$ cat src/rtl/tvf_params.svh
// Constants for the transfer controller vector and descriptor fetch block
`ifndef TVF_PARAMS_SVH
`define TVF_PARAMS_SVH
`define TVF_VEC_BASE       16'h0400
`define TVF_NUM_SRC        33
`define TVF_OFF_ENABLE_LO  12'h000
`define TVF_OFF_ENABLE_HI  12'h004
`define TVF_OFF_SOFT_CTL   12'h008
`define TVF_OFF_BASE       12'h00C
`define TVF_OFF_STATUS     12'h010
`define TVF_OFF_MASK       12'h014
`define TVF_OFF_XFER_CNT   12'h018
`define TVF_BIT_NONMASKABLE_EVENT_FLAG       10
`define TVF_BIT_AE         9
`define TVF_BIT_SOFT_ACTIVATION_ENABLE      8
`define TVF_MODE_LSB       0
`define TVF_PER_TRANSFER_IRQ_SELECT_BIT      2
`define TVF_MODE_NORMAL    2'h0
`define TVF_MODE_REPEAT    2'h1
`define TVF_MODE_BLOCK     2'h2
`define TVF_ST_DONE        0
`define TVF_ST_SRCIRQ      1
`define TVF_ST_FAULT       2
`endif

$ cat src/rtl/tvf_pkg.sv
// Types for the transfer controller vector and descriptor fetch block
package tvf_pkg;
  typedef struct packed {
    logic        req;
    logic        wide;
    logic [31:0] addr;
  } tvf_rd_req_t;
  typedef struct packed {
    logic [31:0] src;
    logic [31:0] dst;
    logic [31:0] iaddr;
    logic [15:0] mode;
    logic [15:0] count;
    logic [15:0] blen;
  } tvf_desc_t;
  typedef enum logic [8:0] {
    TVF_IDLE  = 9'h001,
    TVF_VEC   = 9'h002,
    TVF_MODE  = 9'h004,
    TVF_SKIP  = 9'h008,
    TVF_IADR  = 9'h010,
    TVF_BLEN  = 9'h020,
    TVF_SRC   = 9'h040,
    TVF_DST   = 9'h080,
    TVF_DONE  = 9'h100
  } tvf_state_t;
endpackage

$ cat src/rtl/tvf_fetch.sv
// Vector lookup, descriptor fetch, normal-mode counting and interrupts
//
// Decided for this implementation: the register addresses and the APB register port.
`timescale 1ns/1ps
`include "tvf_params.svh"
module tvf_fetch
  import tvf_pkg::*;
#(
  parameter int NSRC = `TVF_NUM_SRC
) (
  input  wire logic            pclk,
  input  wire logic            presetn,
  input  wire logic [11:0]     paddr,
  input  wire logic            psel,
  input  wire logic            penable,
  input  wire logic            pwrite,
  input  wire logic [31:0]     pwdata,
  output logic [31:0]          prdata,
  output logic                 pready,
  output logic                 pslverr,
  input  wire logic [NSRC-1:0] src_event,
  input  wire logic            nmi_event,
  input  wire logic            addr_fault_event,
  output tvf_rd_req_t          mem_rd,
  input  wire logic            mem_ack,
  input  wire logic [31:0]     mem_rdata,
  output tvf_desc_t            desc,
  output logic                 desc_valid,
  input  wire logic            xfer_done,
  output logic [NSRC-1:0]      cpu_src_irq,
  output logic                 cpu_soft_irq,
  output logic                 irq
);
  logic [NSRC-1:0]   activation_enable_bits;
  logic              nonmaskable_event_flag;
  logic              address_fault_flag;
  logic              soft_activation_enable;
  logic [7:0]        soft_vector_select;
  logic [15:0]       info_base_upper;
  logic [2:0]        status;
  logic [2:0]        mask;
  logic [15:0]       xfer_cnt;
  tvf_state_t        state;
  logic [5:0]        cur_src;
  logic              cur_soft;
  logic [31:0]       desc_base;
  logic [15:0]       vec_addr;
  logic [NSRC-1:0]   pend;
  logic              pick_hw;
  logic [5:0]        pick;
  logic              wr_en;
  logic              rd_en;
  logic              last_xfer;
  logic              irq_now;
  logic [1:0]        mode_sel;

  assign wr_en   = psel && penable && pwrite;
  assign rd_en   = psel && penable && !pwrite;
  assign pready  = 1'b1;
  assign pslverr = 1'b0;

  // Lowest index wins, which is the lowest vector address
  always_comb begin
    pend    = src_event & activation_enable_bits;
    pick_hw = 1'b0;
    pick    = 6'h00;
    for (int i = NSRC - 1; i >= 0; i--) begin
      if (pend[i]) begin
        pick_hw = 1'b1;
        pick    = 6'(i);
      end
    end
  end

  // Fixed slot per source; software slot from the select field
  function automatic logic [15:0] slot_addr(input logic [5:0] idx);
    slot_addr = 16'(`TVF_VEC_BASE + {9'h000, idx, 1'b0});
  endfunction

  assign mode_sel  = desc.mode[`TVF_MODE_LSB +: 2];
  assign last_xfer = (desc.count == 16'h0001);
  assign irq_now   = xfer_done && (last_xfer || desc.mode[`TVF_PER_TRANSFER_IRQ_SELECT_BIT]);

  always_ff @(posedge pclk or negedge presetn) begin
    if (!presetn) begin
      state     <= TVF_IDLE;
      cur_src   <= 6'h00;
      cur_soft  <= 1'b0;
      vec_addr  <= 16'h0000;
      desc_base <= 32'h0000_0000;
      desc      <= '0;
    end else begin
      unique case (state)
        TVF_IDLE: begin
          // Faults hold off new activations
          if (!nonmaskable_event_flag && !address_fault_flag) begin
            if (pick_hw) begin
              cur_src  <= pick;
              cur_soft <= 1'b0;
              vec_addr <= slot_addr(pick);
              state    <= TVF_VEC;
            end else if (soft_activation_enable) begin
              cur_soft <= 1'b1;
              vec_addr <= 16'(`TVF_VEC_BASE + {8'h00, soft_vector_select});
              state    <= TVF_VEC;
            end
          end
        end
        TVF_VEC: if (mem_ack) begin
          // Big-endian halfword in the low 16 bits of the answer
          desc_base <= {info_base_upper, mem_rdata[15:0]};
          state     <= TVF_MODE;
        end
        TVF_MODE: if (mem_ack) begin
          desc.mode  <= mem_rdata[31:16];
          desc.count <= mem_rdata[15:0];
          state      <= (mem_rdata[16 +: 2] == `TVF_MODE_REPEAT) ? TVF_IADR : TVF_SKIP;
        end
        TVF_SKIP: if (mem_ack) begin
          desc.blen <= mem_rdata[15:0];
          state     <= TVF_SRC;
        end
        TVF_IADR: if (mem_ack) begin
          desc.iaddr <= mem_rdata;
          state      <= TVF_SRC;
        end
        TVF_SRC: if (mem_ack) begin
          desc.src <= mem_rdata;
          state    <= TVF_DST;
        end
        TVF_DST: if (mem_ack) begin
          desc.dst <= mem_rdata;
          state    <= TVF_DONE;
        end
        TVF_DONE: if (xfer_done) begin
          desc.count <= 16'(desc.count - 16'h0001);
          state      <= TVF_IDLE;
        end
        default: state <= TVF_IDLE;
      endcase
    end
  end

  // Read request per fetch step
  always_comb begin
    mem_rd.req  = 1'b0;
    mem_rd.wide = 1'b1;
    mem_rd.addr = desc_base;
    unique case (state)
      TVF_VEC: begin
        mem_rd.req  = 1'b1;
        mem_rd.wide = 1'b0;
        mem_rd.addr = {16'h0000, vec_addr};
      end
      TVF_MODE: mem_rd.req = 1'b1;
      TVF_SKIP, TVF_IADR: begin
        mem_rd.req  = 1'b1;
        mem_rd.addr = 32'(desc_base + 32'h4);
      end
      TVF_SRC: begin
        mem_rd.req  = 1'b1;
        mem_rd.addr = 32'(desc_base + 32'h8);
      end
      TVF_DST: begin
        mem_rd.req  = 1'b1;
        mem_rd.addr = 32'(desc_base + 32'hC);
      end
      default: mem_rd.req = 1'b0;
    endcase
  end
  assign desc_valid = (state == TVF_DONE);

  // Processor interrupt pulses per source
  always_ff @(posedge pclk or negedge presetn) begin
    if (!presetn) begin
      cpu_src_irq  <= '0;
      cpu_soft_irq <= 1'b0;
    end else begin
      cpu_src_irq  <= '0;
      cpu_soft_irq <= 1'b0;
      if (state == TVF_DONE && irq_now) begin
        if (cur_soft) cpu_soft_irq <= 1'b1;
        else cpu_src_irq[cur_src] <= 1'b1;
      end
    end
  end

  // Enables, soft control and base register
  always_ff @(posedge pclk or negedge presetn) begin
    if (!presetn) begin
      activation_enable_bits <= '0;
      soft_activation_enable <= 1'b0;
      soft_vector_select     <= 8'h00;
      info_base_upper        <= 16'h0000;
    end else begin
      if (wr_en && paddr == `TVF_OFF_ENABLE_LO)
        activation_enable_bits[31:0] <= pwdata;
      if (wr_en && paddr == `TVF_OFF_ENABLE_HI)
        activation_enable_bits[NSRC-1:32] <= pwdata[NSRC-33:0];
      if (wr_en && paddr == `TVF_OFF_BASE)
        info_base_upper <= pwdata[15:0];
      if (wr_en && paddr == `TVF_OFF_SOFT_CTL) begin
        soft_activation_enable <= pwdata[`TVF_BIT_SOFT_ACTIVATION_ENABLE];
        if (!soft_activation_enable)
          soft_vector_select <= {pwdata[7:1], 1'b0};
      end
      // Hardware clear after the transfer wins over a same-cycle write
      if (state == TVF_DONE && xfer_done) begin
        if (!cur_soft && irq_now)
          activation_enable_bits[cur_src] <= 1'b0;
        if (cur_soft && !irq_now)
          soft_activation_enable <= 1'b0;
      end
    end
  end

  // Fault flags: set wins over a zero write
  always_ff @(posedge pclk or negedge presetn) begin
    if (!presetn) begin
      nonmaskable_event_flag <= 1'b0;
      address_fault_flag     <= 1'b0;
    end else begin
      if (wr_en && paddr == `TVF_OFF_SOFT_CTL) begin
        if (!pwdata[`TVF_BIT_NONMASKABLE_EVENT_FLAG]) nonmaskable_event_flag <= 1'b0;
        if (!pwdata[`TVF_BIT_AE])   address_fault_flag     <= 1'b0;
      end
      if (nmi_event)        nonmaskable_event_flag <= 1'b1;
      if (addr_fault_event) address_fault_flag     <= 1'b1;
    end
  end

  // Sticky status, mask and completed-transfer count
  always_ff @(posedge pclk or negedge presetn) begin
    if (!presetn) begin
      status   <= 3'h0;
      mask     <= 3'h0;
      xfer_cnt <= 16'h0000;
    end else begin
      if (wr_en && paddr == `TVF_OFF_MASK) mask <= pwdata[2:0];
      if (wr_en && paddr == `TVF_OFF_STATUS) status <= status & ~pwdata[2:0];
      if (state == TVF_DONE && xfer_done) begin
        status[`TVF_ST_DONE] <= 1'b1;
        xfer_cnt             <= 16'(xfer_cnt + 16'h0001);
        if (irq_now) status[`TVF_ST_SRCIRQ] <= 1'b1;
      end
      if (nmi_event || addr_fault_event) status[`TVF_ST_FAULT] <= 1'b1;
    end
  end
  assign irq = |(status & mask);

  // Read mux
  always_ff @(posedge pclk or negedge presetn) begin
    if (!presetn) begin
      prdata <= 32'h0000_0000;
    end else if (psel && !penable && !pwrite) begin
      unique case (paddr)
        `TVF_OFF_ENABLE_LO: prdata <= activation_enable_bits[31:0];
        `TVF_OFF_ENABLE_HI: prdata <= 32'(activation_enable_bits[NSRC-1:32]);
        `TVF_OFF_SOFT_CTL:  prdata <= {21'h000000, nonmaskable_event_flag,
                                       address_fault_flag, soft_activation_enable,
                                       soft_vector_select};
        `TVF_OFF_BASE:      prdata <= {16'h0000, info_base_upper};
        `TVF_OFF_STATUS:    prdata <= {29'h00000000, status};
        `TVF_OFF_MASK:      prdata <= {29'h00000000, mask};
        `TVF_OFF_XFER_CNT:  prdata <= {16'h0000, xfer_cnt};
        default:            prdata <= 32'h0000_0000;
      endcase
    end
  end

  // Checks
  property p_fault_blocks;
    @(posedge pclk) disable iff (!presetn)
      (state == TVF_IDLE && (nonmaskable_event_flag || address_fault_flag))
        |=> state == TVF_IDLE;
  endproperty
  a_fault_blocks: assert property (p_fault_blocks) else $error("start under fault");

  property p_vec_addr;
    @(posedge pclk) disable iff (!presetn)
      (state == TVF_VEC && !cur_soft) |-> vec_addr == 16'(16'h0400 + {9'h0, cur_src, 1'b0});
  endproperty
  a_vec_addr: assert property (p_vec_addr) else $error("bad vector slot");

  property p_soft_vec;
    @(posedge pclk) disable iff (!presetn)
      (state == TVF_VEC && cur_soft) |-> vec_addr == 16'(16'h0400 + soft_vector_select);
  endproperty
  a_soft_vec: assert property (p_soft_vec) else $error("bad soft vector");

  property p_base_join;
    @(posedge pclk) disable iff (!presetn)
      (state == TVF_VEC && mem_ack) |=>
        desc_base == {$past(info_base_upper), $past(mem_rdata[15:0])};
  endproperty
  a_base_join: assert property (p_base_join) else $error("bad descriptor base");

  property p_vec_first;
    @(posedge pclk) disable iff (!presetn)
      (state == TVF_IDLE && pick_hw && !nonmaskable_event_flag && !address_fault_flag)
        |=> state == TVF_VEC && !mem_rd.wide;
  endproperty
  a_vec_first: assert property (p_vec_first) else $error("vector not read first");

  property p_repeat_order;
    @(posedge pclk) disable iff (!presetn)
      (state == TVF_MODE && mem_ack && mem_rdata[17:16] == 2'h1) |=> state == TVF_IADR;
  endproperty
  a_repeat_order: assert property (p_repeat_order) else $error("repeat order");

  property p_last_irq;
    @(posedge pclk) disable iff (!presetn)
      (state == TVF_DONE && xfer_done && last_xfer && !cur_soft) |=> cpu_src_irq != '0;
  endproperty
  a_last_irq: assert property (p_last_irq) else $error("no end interrupt");

  property p_en_clear;
    @(posedge pclk) disable iff (!presetn)
      (state == TVF_DONE && xfer_done && irq_now && !cur_soft)
        |=> !activation_enable_bits[$past(cur_src)];
  endproperty
  a_en_clear: assert property (p_en_clear) else $error("enable not cleared");

  property p_per_transfer_irq_select;
    @(posedge pclk) disable iff (!presetn)
      (state == TVF_DONE && xfer_done && desc.mode[2] && cur_soft) |=> cpu_soft_irq;
  endproperty
  a_per_transfer_irq_select: assert property (p_per_transfer_irq_select) else $error("no per-transfer irq");

  c_hw_fetch: cover property (@(posedge pclk) state == TVF_VEC ##[1:20] state == TVF_DONE);
  c_soft:     cover property (@(posedge pclk) state == TVF_VEC && cur_soft);
  c_irq:      cover property (@(posedge pclk) irq);
  c_block:    cover property (@(posedge pclk) desc_valid && mode_sel == `TVF_MODE_BLOCK);
endmodule

$ cat config.mk
export PLATFORM = sky130hd
export DESIGN_NAME = tvf_fetch
export DESIGN_NICKNAME = d
export VERILOG_FILES = /design/src/rtl/tvf_pkg.sv /design/src/rtl/tvf_fetch.sv
export VERILOG_INCLUDE_DIRS = /design/src /design/src/rtl
export SDC_FILE = /design/constraint.sdc
export NUM_CORES = 1
export LEC_CHECK = 0
export BUFFER_PORTS_ARGS = -buffer_cell sky130_fd_sc_hd__buf_2
export CAP_MARGIN = 10
export CELL_PAD_IN_SITES_DETAIL_PLACEMENT = 1
export CELL_PAD_IN_SITES_GLOBAL_PLACEMENT = 1
export CORE_MARGIN = 4
export CORE_UTILIZATION = 46
export CTS_CLUSTER_DIAMETER = 50
export DETAILED_ROUTE_END_ITERATION = 8
export GPL_ROUTABILITY_DRIVEN = 0
export PLACE_DENSITY = 0.95
export SYNTH_ARGS = -nofsm -noshare
export SYNTH_HDL_FRONTEND = slang
export SYNTH_SLANG_ARGS = --single-unit
$ cat constraint.sdc
create_clock -name pclk -period 7 [get_ports pclk]
set_input_delay 1.4 -clock pclk [delete_from_list [all_inputs] [get_ports pclk]]
set_output_delay 1.4 -clock pclk [all_outputs]
set_load 0.01 [all_outputs]
==> results of run 1 <==
[sequential cells by signal, summed over array words and instances, names as in the netlist]
signal,cells
vec_addr,8
cur_src,6
address_fault_flag,1
status,3
soft_vector_select,7
cur_soft,1
soft_activation_enable,1
prdata,32
desc,144
state,8
desc_base,32
info_base_upper,16
cpu_soft_irq,1
nonmaskable_event_flag,1
cpu_src_irq,33
activation_enable_bits,33
mask,3
xfer_cnt,16
[cells by family (layout without fill, tap and decap cells)]
logic type / Yosys count / in the layout / share of synthesized area
DFF: 346 / 346 / 0.543
buffers and inverters: 85 / 467 / 0.0231
adders and majority gates: 6 / 6 / 0.00518
other: 2 / 7 / 0.000471
AOI/OAI and AO/OA: 318 / 318 / 0.131
muxes: 223 / 223 / 0.156
xor gates and xnor gates: 20 / 20 / 0.0110
and+or+nand+nor: 413 / 413 / 0.131
[synth_stat cells (all sizes together), types with 3 or more instances]
| library cell | number |
|---|---|
| buf | 33 |
| xor2 | 6 |
| o22ai | 6 |
| a21o | 3 |
| mux2i | 34 |
| dfrtp | 345 |
| o2111ai | 5 |
| nor4b | 4 |
| a221oi | 9 |
| a32oi | 6 |
| nand3b | 4 |
| a221o | 3 |
| nor4 | 12 |
| a22oi | 22 |
| a31oi | 8 |
| and2 | 16 |
| nor2 | 97 |
| o31ai | 11 |
| o22a | 3 |
| a22o | 18 |
| o21ai | 113 |
| xnor2 | 14 |
| clkbuf | 32 |
| o211ai | 3 |
| a32o | 3 |
| a21oi | 71 |
| a41oi | 5 |
| inv | 20 |
| nand3 | 31 |
| ha | 5 |
| nor2b | 7 |
| o311ai | 3 |
| or2 | 3 |
| nand4 | 28 |
| and4 | 6 |
| nand2 | 149 |
| nor3 | 23 |
| and3 | 14 |
| a222oi | 10 |
| nor3b | 4 |
| nand2b | 7 |
| mux2 | 188 |
[how the worst max path moves through the flow]
| stage | startpoint | endpoint | slack (ns) | depth (start not counted) |
|---|---|---|---|---|
| floorplan | state[1] | mem_rd[15] | 3.15 | 10 |
| global placement | state[1] | mem_rd[23] | 2.46 | 11 |
| detailed placement | state[1] | mem_rd[27] | 2.19 | 11 |
| CTS | state[6] | mem_rd[27] | 1.58 | 11 |
| global route | state[1] | mem_rd[27] | 1.36 | 11 |
| finish | state[1] | mem_rd[27] | 1.57 | 11 |
[stage by stage]
step                      instances  power [mW]  instance area, µm²
after floorplan                1413        2.15               15900
after global placement         2171        2.29               18100
after detailed placement       2171        2.31               18100
after CTS                      2242        4.48               19500
after global routing           2247        4.59               19500
final                          2248        4.47               19500
[cell type report]
cell class                      count  area, µm²  share of cell area
Antenna cell                        5       12.5            0.000641
Clock buffer                       54       1140              0.0586
Clock inverter                     17        211              0.0108
Inverter                           20       75.1             0.00385
Multi-Input combinational cell    982       6930               0.355
Sequential cell                   346       8660               0.444
Tap cell                          448        561              0.0287
Timing Repair Buffer              376       1930              0.0991
[worst reg2reg max path, cell delays in order, from the launching register on]
cell	delay, ns
dfrtp_1	0.41
nor2_1	0.50
nand4_2	0.78
and2_0	0.79
o21ai_0	0.43
o21ai_0	0.19
[where the power goes]
| part | internal (mW) | switching, mW | leakage [nW] |
|---|---|---|---|
| clock | 1.27 | 0.920 | 0.659 |
| sequential | 2.03 | 0.0228 | 4.77 |
| combinational | 0.0732 | 0.156 | 4.67 |
[routing by layer]
layer	vias up	track usage
met2	891	0.554
li1	5888	-
met5	-	0
met1	7322	0.377
met4	8	0.157
met3	294	0.0824
==> run summary, run 1 <==
R2r worst-path depth - 5
Final Hold Fails - 0
Synthesized flop and latch total - 346
Number of library cell types mapped by synthesis - 83
Clk sinks - 346
IO Port Bufs - 363
Critical-path cell list - nor3_2, and2_0, and3_1, ha_1, a21oi_1, nor2b_1, a22o_4, a41oi_1, o21ai_0, o31ai_1, buf_2
Pleak - 10.1 nW
Clock Pin Slew Worst Setup and Hold Paths - 0.06 ns
CTS tree - done
Fmax - 184 MHz
Final core utilization - 0.576
Setup bufs post-CTS - 0
Post-Syn Area - 0.0159 mm²
Area Growth Syn to Fin - 22.5%
Core area - 0.0339 mm²
Wire length on met2 - 31,400 µm
Routed wire per std cell - 27.8 µm
CP startpoint kind - flop
Top_reg_cell synth - dfrtp_1
Syn Area/Cell - 11.3 µm²
DP Wirelength - 42,400 µm
Area contributors post-synth - dfrtp_1 54%, mux2_2 13%, nand2_1 3.5%
Critical path data required time - 5.60 ns
Crit path DAT - 4.03 ns
Resize count post-CTS - 0
Clock buffer count from CTS - 41
Largest area contributor in the netlist - dfrtp_1
Vias - 14,400
Ys async rst share - 1.00
Vias/cell - 6.41
Yosys warning total - 0
Fillers - 3,693
Die H - 194 µm
PwrDens - 229 mW/mm²
WHS Path Cells - 2
WL met1 - 22,300 µm
R2r setup slk - 3.71 ns
Critical Path Max Stage Delay - 0.58 ns
Unrepaired setup endpoints after global routing - no
Period Utilization, post-route - 0.775
Maximum clock path buffer count - 3
Full die area - 0.0377 mm²
Number of synthesized flops with an enable pin - 0
Total GRT Usage - 0.323
Largest net degree at the start of global routing - 188
Met3 WL - 5280 µm
Clock root buffer - clkbuf_16
FF-to-FF End - desc[29]
Initial DRC count - 1,368
Rows - 67
Worst hold start - prdata[17]
Syn_nets - 1,537
Measured slew at the worst slew-check pin - 1.25 ns
Initial Utilization - 0.471
Hold Crit Class - reg2reg
Outcome - complete, no violations
Gr ovfl total - 0
Critical R2R Launch - state[6]
Fin crit period - 5.43 ns
Worst path buffer plus inverter count - 1
Antenna-violating nets left - 0
Setup-failing EPs final - 0
Worst Clk Skew - 0.0343 ns
Setup TNS - 0 ns
Slew Limit Fails - 0
Setup CP Type - reg2out
Routed wire length - 62,600 µm
Dpl ws - 2.19 ns
Yosys top cell area share - 0.542
DR pass1 iterations - 6
WHS Endpoint - prdata[17]
Crit-path max FO - 7
Post-Synthesis Cells - 1,413
Die width - 194 µm
I/O pin count - 366
Sequential share of the synthesized area - 0.543
H-Tree Depth - 2
Max-cap violations - 0
Most frequent cells in the layout - 363 x buf_2, 345 x dfrtp_1, 188 x mux2_2
Highest routed layer - met5
First-pass GRT wire length - 96,700 µm
Hold_ws - 0.474 ns
Worst IR Drop VDD - 0.243 mV
Relative slew slack - 0.166
Crit. End Element - output pin
Crit-path slowest cell - a41oi_1
Layout cells sized above 1 - 0.371
CP delay by family, top - compound AO/OA/AOI/OAI gates
Final nets - 1,891
Setup ws final - 1.57 ns
Post-CTS Hold Fix Bufs - 0
Initial antenna violation count - 8
Vias in the first global route - 15,700
Most common cell after layout, fill and taps aside - buf_2
Skew-Pair Late Insertion Delay - 0.59 ns
Drc violations - 0
Note: power is estimated with default switching activity, not from simulation.
==> inputs of run 2 (changes only) <==
CORE_UTILIZATION = 42   (was 46)
PLACE_DENSITY = 0.91   (was 0.95)
clock period = 5.25 ns   (was 7 ns; I/O delays follow)
==> run 2 against run 1 <==
Clock-buffer cell count grew 3. Worst setup slack got worse by 1.0 ns. Worst hold slack worse by 0.00096 ns. Register-to-register slack lost 1.7 ns. Cell area grew 0.87%. Sequential power rose by 33%.
==> run summary, run 2 (synthesized netlist as in run 1, its figures left out) <==
CP startpoint kind - flop
Gr ovfl total - 0 (unchanged)
Vias - 13,700 (-4.6%)
Sequential Power Share - 0.449 (-0.009)
Die H - 203 µm (+4.5%)
Initial DRC count - 1,077 (-21%)
Sw Ratio - 0.231 (-0.0145)
DR pass1 iterations - 6 (unchanged)
R2r setup slk - 2.04 ns (-1.67 ns)
Outcome - complete, no violations
Hold Crit Class - reg2reg
Routed wire length - 58,800 µm (-6.2%)
FF-to-FF End - desc_base[4]
Largest net degree at the start of global routing - 126 (-33%)
Post-CTS Hold Fix Bufs - 0 (unchanged)
Worst Clk Skew - 0.0246 ns (-0.00972 ns)
Fmax - 213 MHz
Most common cell after layout, fill and taps aside - buf_2
Crit path DAT - 3.65 ns (-0.38 ns)
Area Growth Syn to Fin - 23.6%
Worst IR Drop VDD - 0.349 mV (+44%)
Initial Utilization - 0.424 (-0.0465)
Measured slew at the worst slew-check pin - 1.22 ns (-0.0295 ns)
Unrepaired setup endpoints after global routing - no
Pleak - 10.1 nW (+0.30%)
Comb power frac - 0.049 (-0.002)
Crit-path slowest cell - dfrtp_1
Setup bufs post-CTS - 0 (unchanged)
Max-cap violations - 0 (unchanged)
IO Port Bufs - 363 (unchanged)
WHS Path Cells - 2 (unchanged)
Critical Path Max Stage Delay - 0.45 ns (-0.13 ns)
Critical-path cell list - nor3_2, and2_0, and3_1, ha_1, a21oi_1, nor2b_1, a22o_4, a41oi_1, o21ai_0, o31ai_1, buf_2
First-pass GRT wire length - 90,000 µm (-6.9%)
Fin crit period - 4.70 ns
Worst hold start - prdata[18]
Clk sinks - 346 (unchanged)
R2r worst-path depth - 5 (unchanged)
Clock buffer count from CTS - 42 (+2.4%)
Setup TNS - 0 ns (unchanged)
Largest register by flop count - desc
Skew-Pair Late Insertion Delay - 0.56 ns (-0.03 ns)
Relative slew slack - 0.181 (+0.0152)
Vias/cell - 5.93 (-7.4%)
Critical R2R Launch - state[3]
Crit. End Element - output pin
Slew Limit Fails - 0 (unchanged)
WHS Endpoint - prdata[18]
P_sw - 1.41 mW (+28%)
Crit-path max FO - 7 (unchanged)
Int Power - 4.68 mW (+39%)
Critical path data required time - 4.20 ns (-1.40 ns)
CTS tree - done
Clock Pin Slew Worst Setup and Hold Paths - 0.06 ns (about the same)
Period Utilization, post-route - 0.895
Core area - 0.0376 mm² (+11%)
Setup CP Type - reg2out
Layout cells sized above 1 - 0.370 (-0.00153)
Maximum clock path buffer count - 3 (unchanged)
Setup ws final - 0.550 ns (-1.02 ns)
Worst path depth - 11 (unchanged)
Die width - 203 µm (+4.5%)
Initial antenna violation count - 10 (+2)
PwrDens - 309 mW/mm² (+35%)
Resize count post-CTS - 0 (unchanged)
Most frequent cells in the layout - 362 x buf_2, 345 x dfrtp_1, 188 x mux2_2
Final Hold Fails - 0 (unchanged)
Drc violations - 0 (unchanged)
Max reg flops - 144 (unchanged)
Worst path buffer plus inverter count - 1 (unchanged)
DP Wirelength - 41,200 µm (-2.8%)
Clock root buffer - clkbuf_16
CP delay by family, top - simple AND/OR/NAND/NOR gates
I/O pin count - 366 (unchanged)
Routed wire per std cell - 25.4 µm (-8.9%)
Vias in the first global route - 15,200 (-3.3%)
Setup-failing EPs final - 0 (unchanged)
Rows - 71 (+6.0%)
Total GRT Usage - 0.278 (-0.0448)
H-Tree Depth - 2 (unchanged)
Biggest regs - desc (144), activation_enable_bits (33), cpu_src_irq (33)
Antenna-violating nets left - 0 (unchanged)
Full die area - 0.0411 mm² (+9.1%)
Final nets - 1,890 (-0.053%)
Clock Power Share - 0.502 (+0.012)
Dpl ws - 1.16 ns (-1.03 ns)
==> run 2: cell type report <==
cell class,count,area [µm²]
inverter,20,75.1
fill,4140,17900
tap,511,639
timing repair buffer,374,1930
sequential,346,8660
clock buffer,57,1180
multi-input combinational,982,6920
clock inverter,18,265
antenna,8,20.0
==> run 2: per-stage QoR <==
step | power [mW] | area [µm²] | instances | utilization | hold slack (ns)
floorplan | 2.87 | 15900 | 1413 | - | 0.439
global placement | 3.05 | 18200 | 2233 | 0.485 | 0.459
detailed placement | 3.07 | 18200 | 2233 | 0.485 | 0.467
CTS | 6.13 | 19700 | 2308 | 0.524 | 0.479
global route | 6.29 | 19700 | 2315 | 0.524 | 0.508
finish | 6.08 | 19700 | 2316 | 0.524 | 0.473
==> run 2: worst max-delay path by stage <==
stage,from,end,slack [ns]
floorplan,state[1],mem_rd[15],1.75
global placement,state[1],mem_rd[27],1.37
detailed placement,state[1],mem_rd[15],1.16
CTS,state[1],mem_rd[15],0.54
global route,state[1],mem_rd[31],0.27
finish,state[1],mem_rd[15],0.55
==> run 2: tightest hold or removal path, delay by kind of cell, from the launching register on <==
| kind | cells | cell delay, ns |
|---|---|---|
| AO/OA/AOI/OAI | 1 | 0.06 |
| flip-flops | 1 | 0.33 |
| AND/OR/NAND/NOR | 1 | 0.05 |
==> run 2: layer usage <==
layer / global-route usage / vias up / routed length, µm
met5: 0 / - / 34
met4: 0.133 / 4 / 2960
met3: 0.0712 / 205 / 4710
met2: 0.481 / 699 / 29400
met1: 0.322 / 6937 / 21600
li1: - / 5897 / -
==> run 2: power groups by stage <==
stage	clock network [mW]	logic (mW)	registers, mW
2_1_floorplan	0	0.0823	2.79
3_3_place_gp	0	0.281	2.77
3_5_place_dp	0	0.294	2.78
4_1_cts	3.10	0.299	2.73
5_1_grt	3.23	0.324	2.73
6_report	3.05	0.297	2.73
==> inputs of run 3 (changes only) <==
PLACE_DENSITY = 0.84   (was 0.91)
==> run 3 against run 2 <==
Via count down 2.0%. Clock skew up 0.0082 ns. Register-to-register slack better by 0.02 ns. Critical path depth unchanged. First-iteration DRC count down 22%. Die area unchanged. Sequential share of layout area up 0.11 points. Core utilization down 0.13 points. Clock power down 4%. Critical endpoint is now mem_rd[27]. Largest cell class unchanged. Largest power group unchanged.
==> run summary, run 3 (synthesized netlist as in run 1, its figures left out) <==
Routed wire length - 55,700 µm (-5.2%)
Critical R2R Launch - state[3]
Core area - 0.0376 mm² (unchanged)
Clock buffer count from CTS - 43 (+2.4%)
Initial antenna violation count - 4 (-6)
Period Utilization, post-route - 0.916 (+0.0212)
CTS tree - done
Fillers - 4,173 (+0.80%)
Setup-failing EPs final - 0 (unchanged)
Pleak - 10.1 nW (about the same)
Multi-input logic area - 0.00693 mm² (about the same)
Clock Pin Slew Worst Setup and Hold Paths - 0.06 ns (about the same)
Routed wire per std cell - 24.1 µm (-5.0%)
Die H - 203 µm (unchanged)
Critical path data required time - 4.20 ns (about the same)
Total GRT Usage - 0.264 (-0.0141)
Resize count post-CTS - 0 (unchanged)
Crit-path max FO - 7 (unchanged)
CP startpoint kind - flop
R2r worst-path depth - 5 (unchanged)
H-Tree Depth - 2 (unchanged)
Final core utilization - 0.523 (-0.00130)
Initial DRC count - 841 (-22%)
Most common cell after layout, fill and taps aside - buf_2
DP Wirelength - 40,100 µm (-2.6%)
Rows - 71 (unchanged)
Max-cap violations - 0 (unchanged)
Vias in the first global route - 14,700 (-3.3%)
Dpl ws - 1.06 ns (-0.0968 ns)
Post-CTS Hold Fix Bufs - 0 (unchanged)
Fin crit period - 4.81 ns (+0.111 ns)
Clock root buffer - clkbuf_16
Clk sinks - 346 (unchanged)
Fmax - 208 MHz (-2.3%)
Outcome - complete, no violations
Skew-Pair Late Insertion Delay - 0.57 ns (about the same)
Largest net degree at the start of global routing - 132 (+4.8%)
Layout cells sized above 1 - 0.370 (+0.000701)
Die width - 203 µm (unchanged)
Setup TNS - 0 ns (unchanged)
Crit path DAT - 3.76 ns (+0.11 ns)
Max reg flops - 144 (unchanged)
Most frequent cells in the layout - 362 x buf_2, 345 x dfrtp_1, 188 x mux2_2
Worst IR Drop VDD - 0.300 mV (-14%)
Setup bufs post-CTS - 0 (unchanged)
Crit. End Element - output pin
Setup ws final - 0.439 ns (-0.111 ns)
Final nets - 1,892 (+0.11%)
IO Port Bufs - 363 (unchanged)
Reg area - 0.00866 mm² (unchanged)
Critical Path Max Stage Delay - 0.45 ns (about the same)
Gr ovfl total - 0 (unchanged)
Final Hold Fails - 0 (unchanged)
Drc violations - 0 (unchanged)
Measured slew at the worst slew-check pin - 1.10 ns (-0.113 ns)
Relative slew slack - 0.257 (+0.0762)
I/O pin count - 366 (unchanged)
R2r setup slk - 2.06 ns (+0.02 ns)
Slew Limit Fails - 0 (unchanged)
Setup CP Type - reg2out
FF-to-FF End - desc_base[10]
Initial Utilization - 0.424 (unchanged)
Antenna-violating nets left - 0 (unchanged)
Full die area - 0.0411 mm² (unchanged)
PwrDens - 304 mW/mm² (-1.6%)
Crit-path slowest cell - dfrtp_1
Largest register by flop count - desc
Critical-path cell list - nor3_2, and2_0, and3_1, ha_1, a21oi_1, nor2b_1, a22o_4, a41oi_1, o21ai_0, o31ai_1, buf_2
Area Growth Syn to Fin - 23.3%
Vias - 13,500 (-2.0%)
Maximum clock path buffer count - 3 (unchanged)
First-pass GRT wire length - 85,600 µm (-4.9%)
Unrepaired setup endpoints after global routing - no
DR pass1 iterations - 5 (-1)
Vias/cell - 5.83 (-1.8%)
Biggest regs - desc (144), activation_enable_bits (33), cpu_src_irq (33)
Hold_ws - 0.422 ns (-0.0510 ns)
Hold Crit Class - in2async
Worst Clk Skew - 0.0328 ns (+0.00818 ns)
-- run 3: critical path: cells and delay by family (launching register included) --
| family | cells | cell delay, ns |
|---|---|---|
| AOI/OAI and AO/OA | 5 | 1.20 |
| adders and majority gates | 1 | 0.25 |
| buffers and inverters | 1 | 0.22 |
| DFF | 1 | 0.45 |
| and+or+nand+nor | 4 | 1.08 |
-- run 3: layout make-up --
class,instances,area share
inverter,20,0.00382
multi-input combinational,982,0.353
sequential,346,0.441
antenna,2,0.000255
tap,511,0.0325
timing repair buffer,375,0.0987
clock inverter,17,0.00981
clock buffer,59,0.0615
-- run 3: how the worst max path moves through the flow --
stage	start	to	slack (ns)	depth (start not counted)
after global routing	state[6]	mem_rd[27]	0.19	11
final	state[1]	mem_rd[27]	0.44	11
after detailed placement	state[1]	mem_rd[27]	1.06	11
after global placement	state[1]	mem_rd[27]	1.18	11
after floorplan	state[1]	mem_rd[15]	1.75	10
after CTS	state[1]	mem_rd[27]	0.44	11
-- run 3: report_power, final --
group          internal, mW  total (mW)  switching (mW)
Sequential             2.70        2.73          0.0277
Combinational        0.0990       0.297           0.198
Clock                  1.73        2.94            1.21
Total                  4.53        5.97            1.44
-- run 3: through the flow --
stage / power, mW / std cells / cell area (µm²)
floorplan: 2.87 / 1413 / 15900
global placement: 3.06 / 2233 / 18200
detailed placement: 3.07 / 2233 / 18200
CTS: 6.03 / 2309 / 19600
global route: 6.16 / 2311 / 19600
finish: 5.97 / 2312 / 19600
-- run 3: per-layer routing --
metal	part of all wire	GRT usage	vias up	wire length, µm
li1	-	-	5905	-
met5	0.00093	0	-	52
met2	0.50	0.454	590	27800
met1	0.39	0.321	6836	21700
met3	0.078	0.0688	133	4320
met4	0.034	0.0951	6	1890
